`src/core/shr_pkg.sv`:
```
// Notes on behaviour
// RULE1: straps 0 low, 1 and 2 high select 20 ms hang-time without serial filtering.
// RULE2: all three straps high select 20 ms hang-time with serial filtering.
// RULE3: in 20 ms modes outputs are active high and hold 20 ms unless refreshed.
// RULE4: in the non-network 20 ms mode the learn pin is never driven.
// RULE5: in network modes a high pulse on the learn pin starts learning; pin shows status.
// RULE6: output follows a transmitter input within 12 ms, typically about 5 ms.
// RULE7: in the four switch modes the block only receives, never transmits switch data.
// RULE8: each accepted packet sets the three outputs to its three states, all 8 combinations.
// RULE9: a high output drops once the hang-time passes with no further packet.
// RULE10: a packet keeping an output high restarts its full 20 ms or 500 ms period.
// RULE11: the remote transmitter repeats its state packet every 15 ms while inputs are high.
// RULE12: in 20 ms modes turning all outputs off costs only about 5 ms extra.
// RULE13: in 500 ms modes the last output holds 500 ms after the final release.
// RULE14: 500 ms hang-time suits relay loads since it rides over lost packets.
// RULE15: state packets from a serial-mode sender are handled like transmitter packets.
// RULE16: straps 0,1 low, 2 high or 0,2 high, 1 low select 500 ms modes.
// RULE17: first data byte bits 6, 5, 4 give outputs 3, 2, 1; one means high.
// RULE18: network modes accept a packet only if its header serial was learned; the code also accepts one whose data-field serial matches the unit's own.
// RULE19: straps are read again on every release of reset.
// RULE20: each output has its own hang timer, reloaded by a packet reporting it high.
package shr_pkg;
  localparam int unsigned CLK_HZ = 125_000_000;
  localparam int unsigned CYC_PER_MS = CLK_HZ / 1000;
  localparam int unsigned HANG_SHORT_MS = 20;
  localparam int unsigned HANG_LONG_MS = 500;
  localparam int unsigned LEARN_WINDOW_MS = 10000;
  localparam logic [31:0] HANG_SHORT_CYC = 32'(CYC_PER_MS * HANG_SHORT_MS);
  localparam logic [31:0] HANG_LONG_CYC = 32'(CYC_PER_MS * HANG_LONG_MS);
  localparam logic [31:0] LEARN_CYC = 32'(CYC_PER_MS * LEARN_WINDOW_MS);
  localparam int unsigned SN_W = 32;
  localparam int unsigned TBL_AW = 3;
  localparam int unsigned TBL_DEPTH = 8;
  localparam int unsigned NUM_OUT = 3;
  localparam int unsigned STATE_LSB = 4;
  localparam logic [1:0] STRAP_SETTLE = 2'h2;
  localparam logic [2:0] STRAP_SHORT = 3'h6;
  localparam logic [2:0] STRAP_SHORT_NET = 3'h7;
  localparam logic [2:0] STRAP_LONG = 3'h4;
  localparam logic [2:0] STRAP_LONG_NET = 3'h5;
  // own serial number: value is arbitrary
  localparam logic [SN_W-1:0] UNIT_SN_DEFAULT = 32'h0000_0001;
  localparam logic [7:0] REG_STATUS = 8'h00;
  localparam logic [7:0] REG_CTRL = 8'h04;
  localparam logic [7:0] REG_ACCEPT_CNT = 8'h08;
  localparam logic [7:0] REG_REJECT_CNT = 8'h0C;
  localparam logic [2:0] CTRL_RESET = 3'h0;
  localparam int unsigned CTRL_OUT_OFF = 0;
  localparam int unsigned CTRL_LEARN = 1;
  localparam int unsigned CTRL_CLEAR = 2;
  localparam int unsigned ST_OUT_LSB = 0;
  localparam int unsigned ST_LEARNING = 3;
  localparam int unsigned ST_NET = 4;
  localparam int unsigned ST_LONG = 5;
  localparam int unsigned ST_ACTIVE = 6;
  localparam int unsigned ST_STRAP_LSB = 8;
  localparam int unsigned ST_COUNT_LSB = 12;
  typedef enum {ST_IDLE, ST_CHECK, ST_SCAN, ST_CMP, ST_APPLY} shr_state_t;
endpackage : shr_pkg

```
`src/core/shr_tbl_if.sv`:
```
`timescale 1ns/10ps
`default_nettype none
interface shr_tbl_if
  import shr_pkg::*;
();
  logic we;
  logic [TBL_AW-1:0] waddr;
  logic [SN_W-1:0] wdata;
  logic [TBL_AW-1:0] raddr;
  logic [SN_W-1:0] rdata;
  modport ctl (output we, output waddr, output wdata, output raddr, input rdata);
  modport mem (input we, input waddr, input wdata, input raddr, output rdata);
endinterface : shr_tbl_if
`default_nettype wire

```
`src/core/shr_hang_timer.sv`:
```
`timescale 1ns/10ps
`default_nettype none
module shr_hang_timer (
  input wire logic clk_i,
  input wire logic rst_i,
  input wire logic ce_i,
  input wire logic load_i,
  input wire logic state_i,
  input wire logic clear_i,
  input wire logic [31:0] period_i,
  output logic out_o
);
  logic [31:0] remain;

  always_ff @(posedge clk_i)
  begin
    if (rst_i)
    begin
      out_o <= 1'b0;
      remain <= 32'h0000_0000;
    end
    else if (ce_i)
    begin
      if (clear_i)
      begin
        out_o <= 1'b0;
        remain <= 32'h0000_0000;
      end
      else if (load_i)
      begin
        out_o <= state_i; // [RULE8]
        remain <= state_i ? period_i - 32'h0000_0001 : 32'h0000_0000; // [RULE10] [RULE20]
      end
      else if (out_o)
      begin
        if (remain == 32'h0000_0000)
        begin
          out_o <= 1'b0; // [RULE9] [RULE3] [RULE13]
        end
        else
        begin
          remain <= remain - 32'h0000_0001;
        end
      end
    end
  end
endmodule : shr_hang_timer
`default_nettype wire

```
`src/core/shr_sn_table.sv`:
```
`timescale 1ns/10ps
`default_nettype none
module shr_sn_table
  import shr_pkg::*;
(
  input wire logic clk_i,
  input wire logic ce_i,
  shr_tbl_if.mem tbl
);
  logic [SN_W-1:0] mem [TBL_DEPTH];

  always_ff @(posedge clk_i)
  begin
    if (ce_i)
    begin
      if (tbl.we)
      begin
        mem[tbl.waddr] <= tbl.wdata;
      end
      tbl.rdata <= mem[tbl.raddr];
    end
  end
endmodule : shr_sn_table
`default_nettype wire

```
`src/core/shr_switch_receiver.sv`:
```
`timescale 1ns/10ps
`default_nettype none
module shr_switch_receiver #(
  parameter logic [31:0] HANG_SHORT_CYC = shr_pkg::HANG_SHORT_CYC,
  parameter logic [31:0] HANG_LONG_CYC = shr_pkg::HANG_LONG_CYC,
  parameter logic [31:0] LEARN_CYC = shr_pkg::LEARN_CYC,
  parameter logic [shr_pkg::SN_W-1:0] UNIT_SN = shr_pkg::UNIT_SN_DEFAULT
) (
  input wire logic clk_i,
  input wire logic rst_i,
  input wire logic ce_i,
  input wire logic [2:0] mode_sel_i,
  input wire logic learn_pin_i,
  output logic learn_pin_o,
  output logic learn_pin_oe_o,
  input wire logic pkt_valid_i,
  input wire logic [7:0] pkt_state_i,
  input wire logic [shr_pkg::SN_W-1:0] pkt_hdr_sn_i,
  input wire logic pkt_has_data_sn_i,
  input wire logic [shr_pkg::SN_W-1:0] pkt_data_sn_i,
  output logic switch_out_1_o,
  output logic switch_out_2_o,
  output logic switch_out_3_o,
  output logic pkt_busy_o,
  input wire logic wb_cyc_i,
  input wire logic wb_stb_i,
  input wire logic wb_we_i,
  input wire logic [7:0] wb_adr_i,
  input wire logic [3:0] wb_sel_i,
  input wire logic [31:0] wb_dat_i,
  output logic [31:0] wb_dat_o,
  output logic wb_ack_o
);
  import shr_pkg::*;

  logic [2:0] strap_meta;
  logic [2:0] strap_sync;
  logic [2:0] strap_mode;
  logic [1:0] strap_wait;
  logic strap_taken;
  logic learn_meta;
  logic learn_sync;
  logic learn_prev;
  logic learning;
  logic [31:0] learn_cnt;
  logic [CTRL_OUT_OFF:CTRL_OUT_OFF] ctrl_out_off;
  logic [TBL_AW-1:0] wr_ptr;
  logic [TBL_AW:0] tbl_cnt;
  logic [TBL_AW-1:0] idx;
  logic [NUM_OUT-1:0] pk_state;
  logic [SN_W-1:0] pk_hdr;
  logic [SN_W-1:0] pk_data_sn;
  logic pk_has_data;
  logic [15:0] accept_cnt;
  logic [15:0] reject_cnt;
  shr_state_t state;
  shr_state_t next_state;
  logic [NUM_OUT-1:0] sw_out;

  shr_tbl_if tbl ();

  // strap and learn pin synchronisers
  always_ff @(posedge clk_i)
  begin
    if (rst_i)
    begin
      strap_meta <= 3'h0;
      strap_sync <= 3'h0;
      learn_meta <= 1'b0;
      learn_sync <= 1'b0;
      learn_prev <= 1'b0;
    end
    else if (ce_i)
    begin
      strap_meta <= mode_sel_i;
      strap_sync <= strap_meta;
      learn_meta <= learn_pin_i;
      learn_sync <= learn_meta;
      learn_prev <= learn_sync;
    end
  end

  // straps caught once the synchroniser has filled after each reset release
  always_ff @(posedge clk_i)
  begin
    if (rst_i)
    begin
      strap_wait <= 2'h0;
      strap_taken <= 1'b0;
      strap_mode <= 3'h0;
    end
    else if (ce_i && !strap_taken)
    begin
      if (strap_wait == STRAP_SETTLE)
      begin
        strap_mode <= strap_sync; // [RULE19]
        strap_taken <= 1'b1;
      end
      else
      begin
        strap_wait <= strap_wait + 2'h1;
      end
    end
  end

  wire logic mode_short;
  wire logic mode_long;
  wire logic mode_net;
  wire logic mode_active;
  wire logic [31:0] hang_period;
  assign mode_short = strap_taken && (strap_mode == STRAP_SHORT || strap_mode == STRAP_SHORT_NET); // [RULE1] [RULE2]
  assign mode_long = strap_taken && (strap_mode == STRAP_LONG || strap_mode == STRAP_LONG_NET); // [RULE16]
  assign mode_net = strap_taken && (strap_mode == STRAP_SHORT_NET || strap_mode == STRAP_LONG_NET); // [RULE2] [RULE16]
  // any other strap setting leaves the outputs low; nothing here ever transmits
  assign mode_active = mode_short | mode_long; // [RULE7]
  // short period: a 15 ms repeat keeps outputs up, all-off lands about 5 ms later
  assign hang_period = mode_long ? HANG_LONG_CYC : HANG_SHORT_CYC; // [RULE10] [RULE12] [RULE14]

  // wishbone decode
  wire logic wb_req;
  wire logic wb_wr;
  wire logic sel_status;
  wire logic sel_ctrl;
  wire logic sel_accept;
  wire logic sel_reject;
  wire logic ctrl_wr;
  wire logic sw_learn_req;
  wire logic sw_clear_req;
  wire logic [31:0] status_word;
  wire logic [31:0] rd_mux;
  assign wb_req = wb_cyc_i & wb_stb_i;
  assign wb_wr = wb_req & wb_we_i & wb_ack_o;
  assign sel_status = wb_adr_i == REG_STATUS;
  assign sel_ctrl = wb_adr_i == REG_CTRL;
  assign sel_accept = wb_adr_i == REG_ACCEPT_CNT;
  assign sel_reject = wb_adr_i == REG_REJECT_CNT;
  assign ctrl_wr = wb_wr & sel_ctrl & wb_sel_i[0];
  assign sw_learn_req = ctrl_wr & wb_dat_i[CTRL_LEARN];
  assign sw_clear_req = ctrl_wr & wb_dat_i[CTRL_CLEAR];
  assign status_word = {16'h0000, tbl_cnt, 1'b0, strap_mode, 1'b0, mode_active, mode_long, mode_net,
                        learning, sw_out};
  assign rd_mux = sel_status ? status_word :
                  sel_ctrl ? {29'h0000_0000, 3'(ctrl_out_off)} :
                  sel_accept ? {16'h0000, accept_cnt} :
                  sel_reject ? {16'h0000, reject_cnt} : 32'h0000_0000;

  always_ff @(posedge clk_i)
  begin
    if (rst_i)
    begin
      wb_ack_o <= 1'b0;
      wb_dat_o <= 32'h0000_0000;
    end
    else if (ce_i)
    begin
      wb_ack_o <= wb_req & ~wb_ack_o;
      if (wb_req && !wb_ack_o)
      begin
        wb_dat_o <= rd_mux;
      end
    end
  end

  always_ff @(posedge clk_i)
  begin
    if (rst_i)
    begin
      ctrl_out_off <= CTRL_RESET[CTRL_OUT_OFF:CTRL_OUT_OFF];
    end
    else if (ce_i && ctrl_wr)
    begin
      ctrl_out_off <= wb_dat_i[CTRL_OUT_OFF:CTRL_OUT_OFF];
    end
  end

  // packet qualification
  wire logic pkt_take;
  wire logic in_check;
  wire logic check_accept;
  wire logic check_scan;
  wire logic cmp_hit;
  wire logic cmp_last;
  wire logic reject;
  wire logic learn_store;
  wire logic apply;
  assign pkt_busy_o = state != ST_IDLE;
  assign pkt_take = pkt_valid_i & mode_active & (state == ST_IDLE);
  assign in_check = state == ST_CHECK;
  // a serial sender addressing one unit by its data-field serial is matched on ours
  assign check_accept = in_check & (~mode_net | learning | (pk_has_data & pk_data_sn == UNIT_SN)); // [RULE15]
  assign check_scan = in_check & mode_net & ~learning & ~pk_has_data & (tbl_cnt != '0); // [RULE18]
  assign cmp_hit = (state == ST_CMP) & (tbl.rdata == pk_hdr); // [RULE18]
  assign cmp_last = ({1'b0, idx} + 4'h1) == tbl_cnt;
  assign reject = (in_check & ~check_accept & ~check_scan) | ((state == ST_CMP) & ~cmp_hit & cmp_last);
  assign learn_store = in_check & mode_net & learning; // [RULE5]
  assign apply = state == ST_APPLY; // [RULE6]

  always_comb
  begin
    next_state = state;
    case (state)
      ST_IDLE:
      begin
        if (pkt_take)
        begin
          next_state = ST_CHECK;
        end
      end
      ST_CHECK:
      begin
        if (check_accept)
        begin
          next_state = ST_APPLY;
        end
        else if (check_scan)
        begin
          next_state = ST_SCAN;
        end
        else
        begin
          next_state = ST_IDLE;
        end
      end
      ST_SCAN:
      begin
        next_state = ST_CMP;
      end
      ST_CMP:
      begin
        if (cmp_hit)
        begin
          next_state = ST_APPLY;
        end
        else if (cmp_last)
        begin
          next_state = ST_IDLE;
        end
        else
        begin
          next_state = ST_SCAN;
        end
      end
      ST_APPLY:
      begin
        next_state = ST_IDLE;
      end
      default:
      begin
        next_state = ST_IDLE;
      end
    endcase
  end

  always_ff @(posedge clk_i)
  begin
    if (rst_i)
    begin
      state <= ST_IDLE;
    end
    else if (ce_i)
    begin
      state <= next_state;
    end
  end

  // packet capture; bits 6..4 of the first byte carry outputs 3..1
  always_ff @(posedge clk_i)
  begin
    if (rst_i)
    begin
      pk_state <= '0;
      pk_hdr <= '0;
      pk_data_sn <= '0;
      pk_has_data <= 1'b0;
    end
    else if (ce_i && pkt_take)
    begin
      pk_state <= pkt_state_i[STATE_LSB +: NUM_OUT]; // [RULE17]
      pk_hdr <= pkt_hdr_sn_i;
      pk_data_sn <= pkt_data_sn_i;
      pk_has_data <= pkt_has_data_sn_i;
    end
  end

  always_ff @(posedge clk_i)
  begin
    if (rst_i)
    begin
      idx <= '0;
    end
    else if (ce_i)
    begin
      if (in_check)
      begin
        idx <= '0;
      end
      else if (state == ST_CMP)
      begin
        idx <= idx + 3'h1;
      end
    end
  end

  // learn window: opened by a pin pulse or software, closed by a learned packet or timeout
  wire logic learn_start;
  wire logic learn_end;
  assign learn_start = mode_net & ~learning & ((learn_sync & ~learn_prev) | sw_learn_req); // [RULE5]
  assign learn_end = learn_store | (learn_cnt >= LEARN_CYC - 32'h0000_0001);

  always_ff @(posedge clk_i)
  begin
    if (rst_i)
    begin
      learning <= 1'b0;
      learn_cnt <= 32'h0000_0000;
    end
    else if (ce_i)
    begin
      if (learn_start)
      begin
        learning <= 1'b1;
        learn_cnt <= 32'h0000_0000;
      end
      else if (learning && learn_end)
      begin
        learning <= 1'b0;
      end
      else if (learning)
      begin
        learn_cnt <= learn_cnt + 32'h0000_0001;
      end
    end
  end

  // the pin is only driven as a status lamp while learning; non-network modes never drive it
  assign learn_pin_o = learning; // [RULE5]
  assign learn_pin_oe_o = learning; // [RULE4]

  // serial table bookkeeping; oldest entry is overwritten once full
  always_ff @(posedge clk_i)
  begin
    if (rst_i)
    begin
      wr_ptr <= '0;
      tbl_cnt <= '0;
    end
    else if (ce_i)
    begin
      if (sw_clear_req)
      begin
        wr_ptr <= '0;
        tbl_cnt <= '0;
      end
      else if (learn_store)
      begin
        wr_ptr <= wr_ptr + 3'h1;
        if (tbl_cnt != 4'(TBL_DEPTH))
        begin
          tbl_cnt <= tbl_cnt + 4'h1;
        end
      end
    end
  end

  assign tbl.we = learn_store;
  assign tbl.waddr = wr_ptr;
  assign tbl.wdata = pk_hdr;
  assign tbl.raddr = idx;

  shr_sn_table u_table (
    .clk_i(clk_i),
    .ce_i(ce_i),
    .tbl(tbl.mem)
  );

  always_ff @(posedge clk_i)
  begin
    if (rst_i)
    begin
      accept_cnt <= 16'h0000;
      reject_cnt <= 16'h0000;
    end
    else if (ce_i)
    begin
      if (apply)
      begin
        accept_cnt <= accept_cnt + 16'h0001;
      end
      if (reject)
      begin
        reject_cnt <= reject_cnt + 16'h0001;
      end
    end
  end

  wire logic force_off;
  assign force_off = ctrl_out_off[CTRL_OUT_OFF] | ~mode_active;

  genvar gi;
  generate
    for (gi = 0; gi < NUM_OUT; gi++)
    begin : g_out
      shr_hang_timer u_timer (
        .clk_i(clk_i),
        .rst_i(rst_i),
        .ce_i(ce_i),
        .load_i(apply),
        .state_i(pk_state[gi]),
        .clear_i(force_off),
        .period_i(hang_period),
        .out_o(sw_out[gi])
      ); // [RULE20] [RULE8] [RULE3]
    end
  endgenerate

  assign switch_out_1_o = sw_out[0];
  assign switch_out_2_o = sw_out[1];
  assign switch_out_3_o = sw_out[2];
endmodule : shr_switch_receiver
`default_nettype wire

```
`config.mk`:
```
export PLATFORM = sky130hd
export DESIGN_NAME = shr_switch_receiver
export DESIGN_NICKNAME = d
export VERILOG_FILES = /design/src/core/shr_pkg.sv /design/src/core/shr_tbl_if.sv /design/src/core/shr_hang_timer.sv /design/src/core/shr_sn_table.sv /design/src/core/shr_switch_receiver.sv
export SDC_FILE = /design/constraint.sdc
export NUM_CORES = 1
export LEC_CHECK = 0
export BUFFER_PORTS_ARGS = -buffer_cell sky130_fd_sc_hd__buf_2
export CAP_MARGIN = 10
export CORE_UTILIZATION = 60
export CTS_CLUSTER_SIZE = 25
export DETAILED_ROUTE_END_ITERATION = 6
export GPL_TIMING_DRIVEN = 0
export PLACE_DENSITY_LB_ADDON = 0.3
export SLEW_MARGIN = 40
export SYNTH_ARGS = -nofsm -noshare
export SYNTH_HDL_FRONTEND = slang
export SYNTH_SLANG_ARGS = --single-unit
```
`constraint.sdc`:
```
create_clock -name clk_i -period 7.5 [get_ports clk_i]
set_input_delay 0.375 -clock clk_i [delete_from_list [all_inputs] [get_ports clk_i]]
set_output_delay 0.375 -clock clk_i [all_outputs]
set_load 0.05 [all_outputs]
```
==> impl_metrics.json <==
{
  "grtUsageTotal": 0.314,
  "swShare": 0.222,
  "ys_ff_latch": 566,
  "ff2ff_path_depth": 10,
  "whs_endpoint": "pk_data_sn[9]",
  "cap_violations": 0,
  "placed_area_um2": 25900,
  "worst-endpoint-required_ns": 7.83,
  "h-tree-depth": 2,
  "cts.sinks": 566,
  "p_sw_mw": 1.47,
  "fillers": 2696,
  "coreArea_um2": 39700,
  "cts-root-buf": "clkbuf_16",
  "start_util": 0.608,
  "ant_nets": 0,
  "syn2layout_area_growth_pct": 16.2,
  "power.share.sequential": 0.493,
  "outcome": "finished, violations left",
  "clk-insertion-delay-late_ns": 0.63,
  "grt_pass1_vias": 18100,
  "cp-end-kind": "flop",
  "timing.hold.ws_ns": 0.00767,
  "layout.nets": 2501,
  "cp-start-kind": "input pin",
  "fp.dieArea_um2": 41100,
  "ys_types": 71,
  "path_clk_slew_ns": 0.06,
  "hold_violations": 0,
  "power.total_mw": 6.63,
  "crit_slowest_cell": "clkbuf_1",
  "whs_path_depth": 3,
  "synth.top_cell.area_share": 0.358,
  "avgSynthCellArea_um2": 11.4,
  "slew_headroom": 0.398,
  "power_density_nw_per_um2": 236,
  "cts_tree": "done",
  "syn_inst": 2116,
  "wl_um": 64500,
  "critPathKind": "in2reg",
  "n_antenna_cell": 0,
  "grt_max_degree": 34,
  "combPwrFrac": 0.054,
  "synth_common_cells": "edfxtp_1 (288), dfxtp_1 (278), nand2_1 (240), nor2_1 (182), a21oi_1 (172)",
  "critPathMaxFanout": 33,
  "yosys.area.top_type": "edfxtp_1",
  "die_h_um": 203,
  "p_leak_nw": 10.4,
  "crit_chain": "buf_4 > clkbuf_1 > clkbuf_1 > buf_1 > nand2_1 > nor4_2 > buf_2 > buf_2 > buf_2 > buf_2 > buf_2",
  "async_flop_share": 0,
  "grt-ovfl-total": 0,
  "drive_gt1_frac": 0.170,
  "ir_drop_uv": 163,
  "cts_made_buffers": 55,
  "ios": 167,
  "fin_crit_sh": 0.574,
  "violations": "DRC",
  "crit_top_cell": "buf_2",
  "drt_pre_antenna_iters": 7,
  "final_util": 0.707,
  "yosys-top-cells-area": "edfxtp_1 (36%), dfxtp_1 (23%), mux4_2 (6.1%)",
  "hold_class": "in2reg",
  "layout.cells.non_filler": 2930,
  "die_w_um": 203,
  "worstMarginPinSlew_ns": 0.903,
  "yosysWarnings": 0,
  "p_int_mw": 5.16,
  "dp_hpwl_um": 44100,
  "p_clk_frac": 0.453,
  "wl_per_cell_um": 22.0,
  "cts_resized": 0,
  "rows": 73,
  "rsz0062_at_grt": "no",
  "grt_pass1_wl_um": 99600,
  "drc": 2,
  "drtIter0Drc": 2077,
  "critPathMaxStageDelay_ns": 0.67,
  "syn_area_um2": 24200,
  "via_per_inst": 6.29,
  "cp.arrival_ns": 4.63,
  "r2r_end": "u_table.mem[0][10]",
  "synth.most_common_cell": "edfxtp_1",
  "min-delay-start": "pkt_data_sn_i[9]",
  "setup_viol": 0,
  "fin_crit_ns": 4.30,
  "antenna_found_initial": 0,
  "synth-edff-count": 288,
  "dp.cells": 2806,
  "io_buffers": 111,
  "gp_congestion": 0.926,
  "slew_viol_final": 0,
  "seq_area_frac_synth": 0.588,
  "max_freq_ghz": 0.232,
  "reg2reg_slack_ns": 3.38,
  "vias": 18400,
  "finClkSkew_ns": 0.0168,
  "rr_startpoint": "strap_taken",
  "ys.flop_type": "edfxtp_1",
  "clockBufferDepth": 3,
  "final_area_um2": 28100
}
[power groups by stage]
stage | clock network [mW] | logic (mW) | registers (mW)
2_1_floorplan | 0 | 0.237 | 3.33
3_3_place_gp | 0 | 0.329 | 3.33
3_5_place_dp | 0 | 0.337 | 3.34
4_1_cts | 3.03 | 0.348 | 3.27
5_1_grt | 3.14 | 0.388 | 3.27
6_report | 3.01 | 0.356 | 3.27
[registers in the layout, indices dropped and copies added (netlist names), 2 cells and up]
signal and cells:
accept_cnt 16, g_out.u_timer.out_o 3, g_out.u_timer.remain 96, idx 3
learn_cnt 32, pk_data_sn 32, pk_hdr 32, pk_state 3
reject_cnt 16, state 3, strap_meta 3, strap_mode 3
strap_sync 3, strap_wait 2, tbl.waddr 3, tbl_cnt 4
u_table.mem 256, u_table.tbl.rdata 32, wb_dat_o 16
[layout by cell type (no fill, tap or decap), types with 8 or more instances in the layout]
master and n:
a21o_1 8, a21oi_1 172, a222oi_1 12, a22oi_1 14, a31oi_1 19, and2_1 13
and3_1 16, buf_1 16, buf_2 136, buf_4 31, bufinv_16 10, clkbuf_1 94
clkbuf_16 55, conb_1 16, dfxtp_1 278, dlygate4sd3_1 21, edfxtp_1 288, ha_1 14
inv_1 40, mux2_2 49, mux2i_1 15, mux4_2 65, nand2_1 240, nand3_1 49
nand4_1 30, nor2_1 179, nor2b_1 9, nor3_1 63, nor4_1 40, o211ai_1 17
o21ai_0 74, o31ai_1 19, or3_1 24, or4_1 27, xnor2_1 68, xor2_1 20
[per-stage QoR]
stage / setup slack, ns / TNS (ns)
final: 3.20 / 0
after global routing: 3.14 / 0
after CTS: 3.34 / 0
after detailed placement: 2.75 / 0
after global placement: -2.07 / -115.47
after floorplan: 2.45 / 0
[critical path: cells and delay by family]
kind,cells,cell delay (ns)
AND/OR/NAND/NOR,2,0.92
buffers and inverters,9,3.27
[routing by layer]
metal,wire (µm),share of wire,GRT usage,vias to the layer above
met2,32300,0.50,0.532,867
met4,2320,0.036,0.129,0
met3,4690,0.073,0.0512,170
met5,0,0,0,-
li1,-,-,-,8366
met1,25200,0.39,0.401,9028
[what timing repair did]
item	CTS	global route
hold buffers	20	1
buffers inserted	0	0
endpoints found under the hold margin	20	1
[kinds of logic after synthesis]
| kind of cell | share of synthesized area |
|---|---|
| buffers and inverters | 0.0299 |
| AOI/OAI and AO/OA | 0.102 |
| adders and majority gates | 0.00725 |
| DFF | 0.588 |
| and+or+nand+nor | 0.151 |
| muxes | 0.0897 |
| xor gates and xnor gates | 0.0319 |
| other | 0.000155 |
[how the worst max path moves through the flow]
stage / start / endpoint / slack, ns / cells past startpoint
after floorplan: learn_pin_o / u_table.mem[0][0] / 2.45 / 3
after global placement: ce_i / u_table.mem[0][7] / -2.07 / 6
after detailed placement: ce_i / u_table.mem[0][7] / 2.75 / 11
after CTS: ce_i / u_table.mem[0][10] / 3.34 / 11
after global routing: ce_i / u_table.mem[0][10] / 3.14 / 11
final: ce_i / u_table.mem[0][10] / 3.20 / 11
[cell type report]
type | instances | area, µm² | share of cell area
inverter | 41 | 154 | 0.00548
multi-input combinational | 1397 | 9370 | 0.334
clock inverter | 28 | 450 | 0.0160
sequential | 566 | 14200 | 0.506
buffer | 127 | 576 | 0.0205
clock buffer | 75 | 1520 | 0.0542
timing repair buffer | 171 | 1130 | 0.0403
tap | 525 | 657 | 0.0234
No activity file was read; power rests on OpenSTA's default activity.
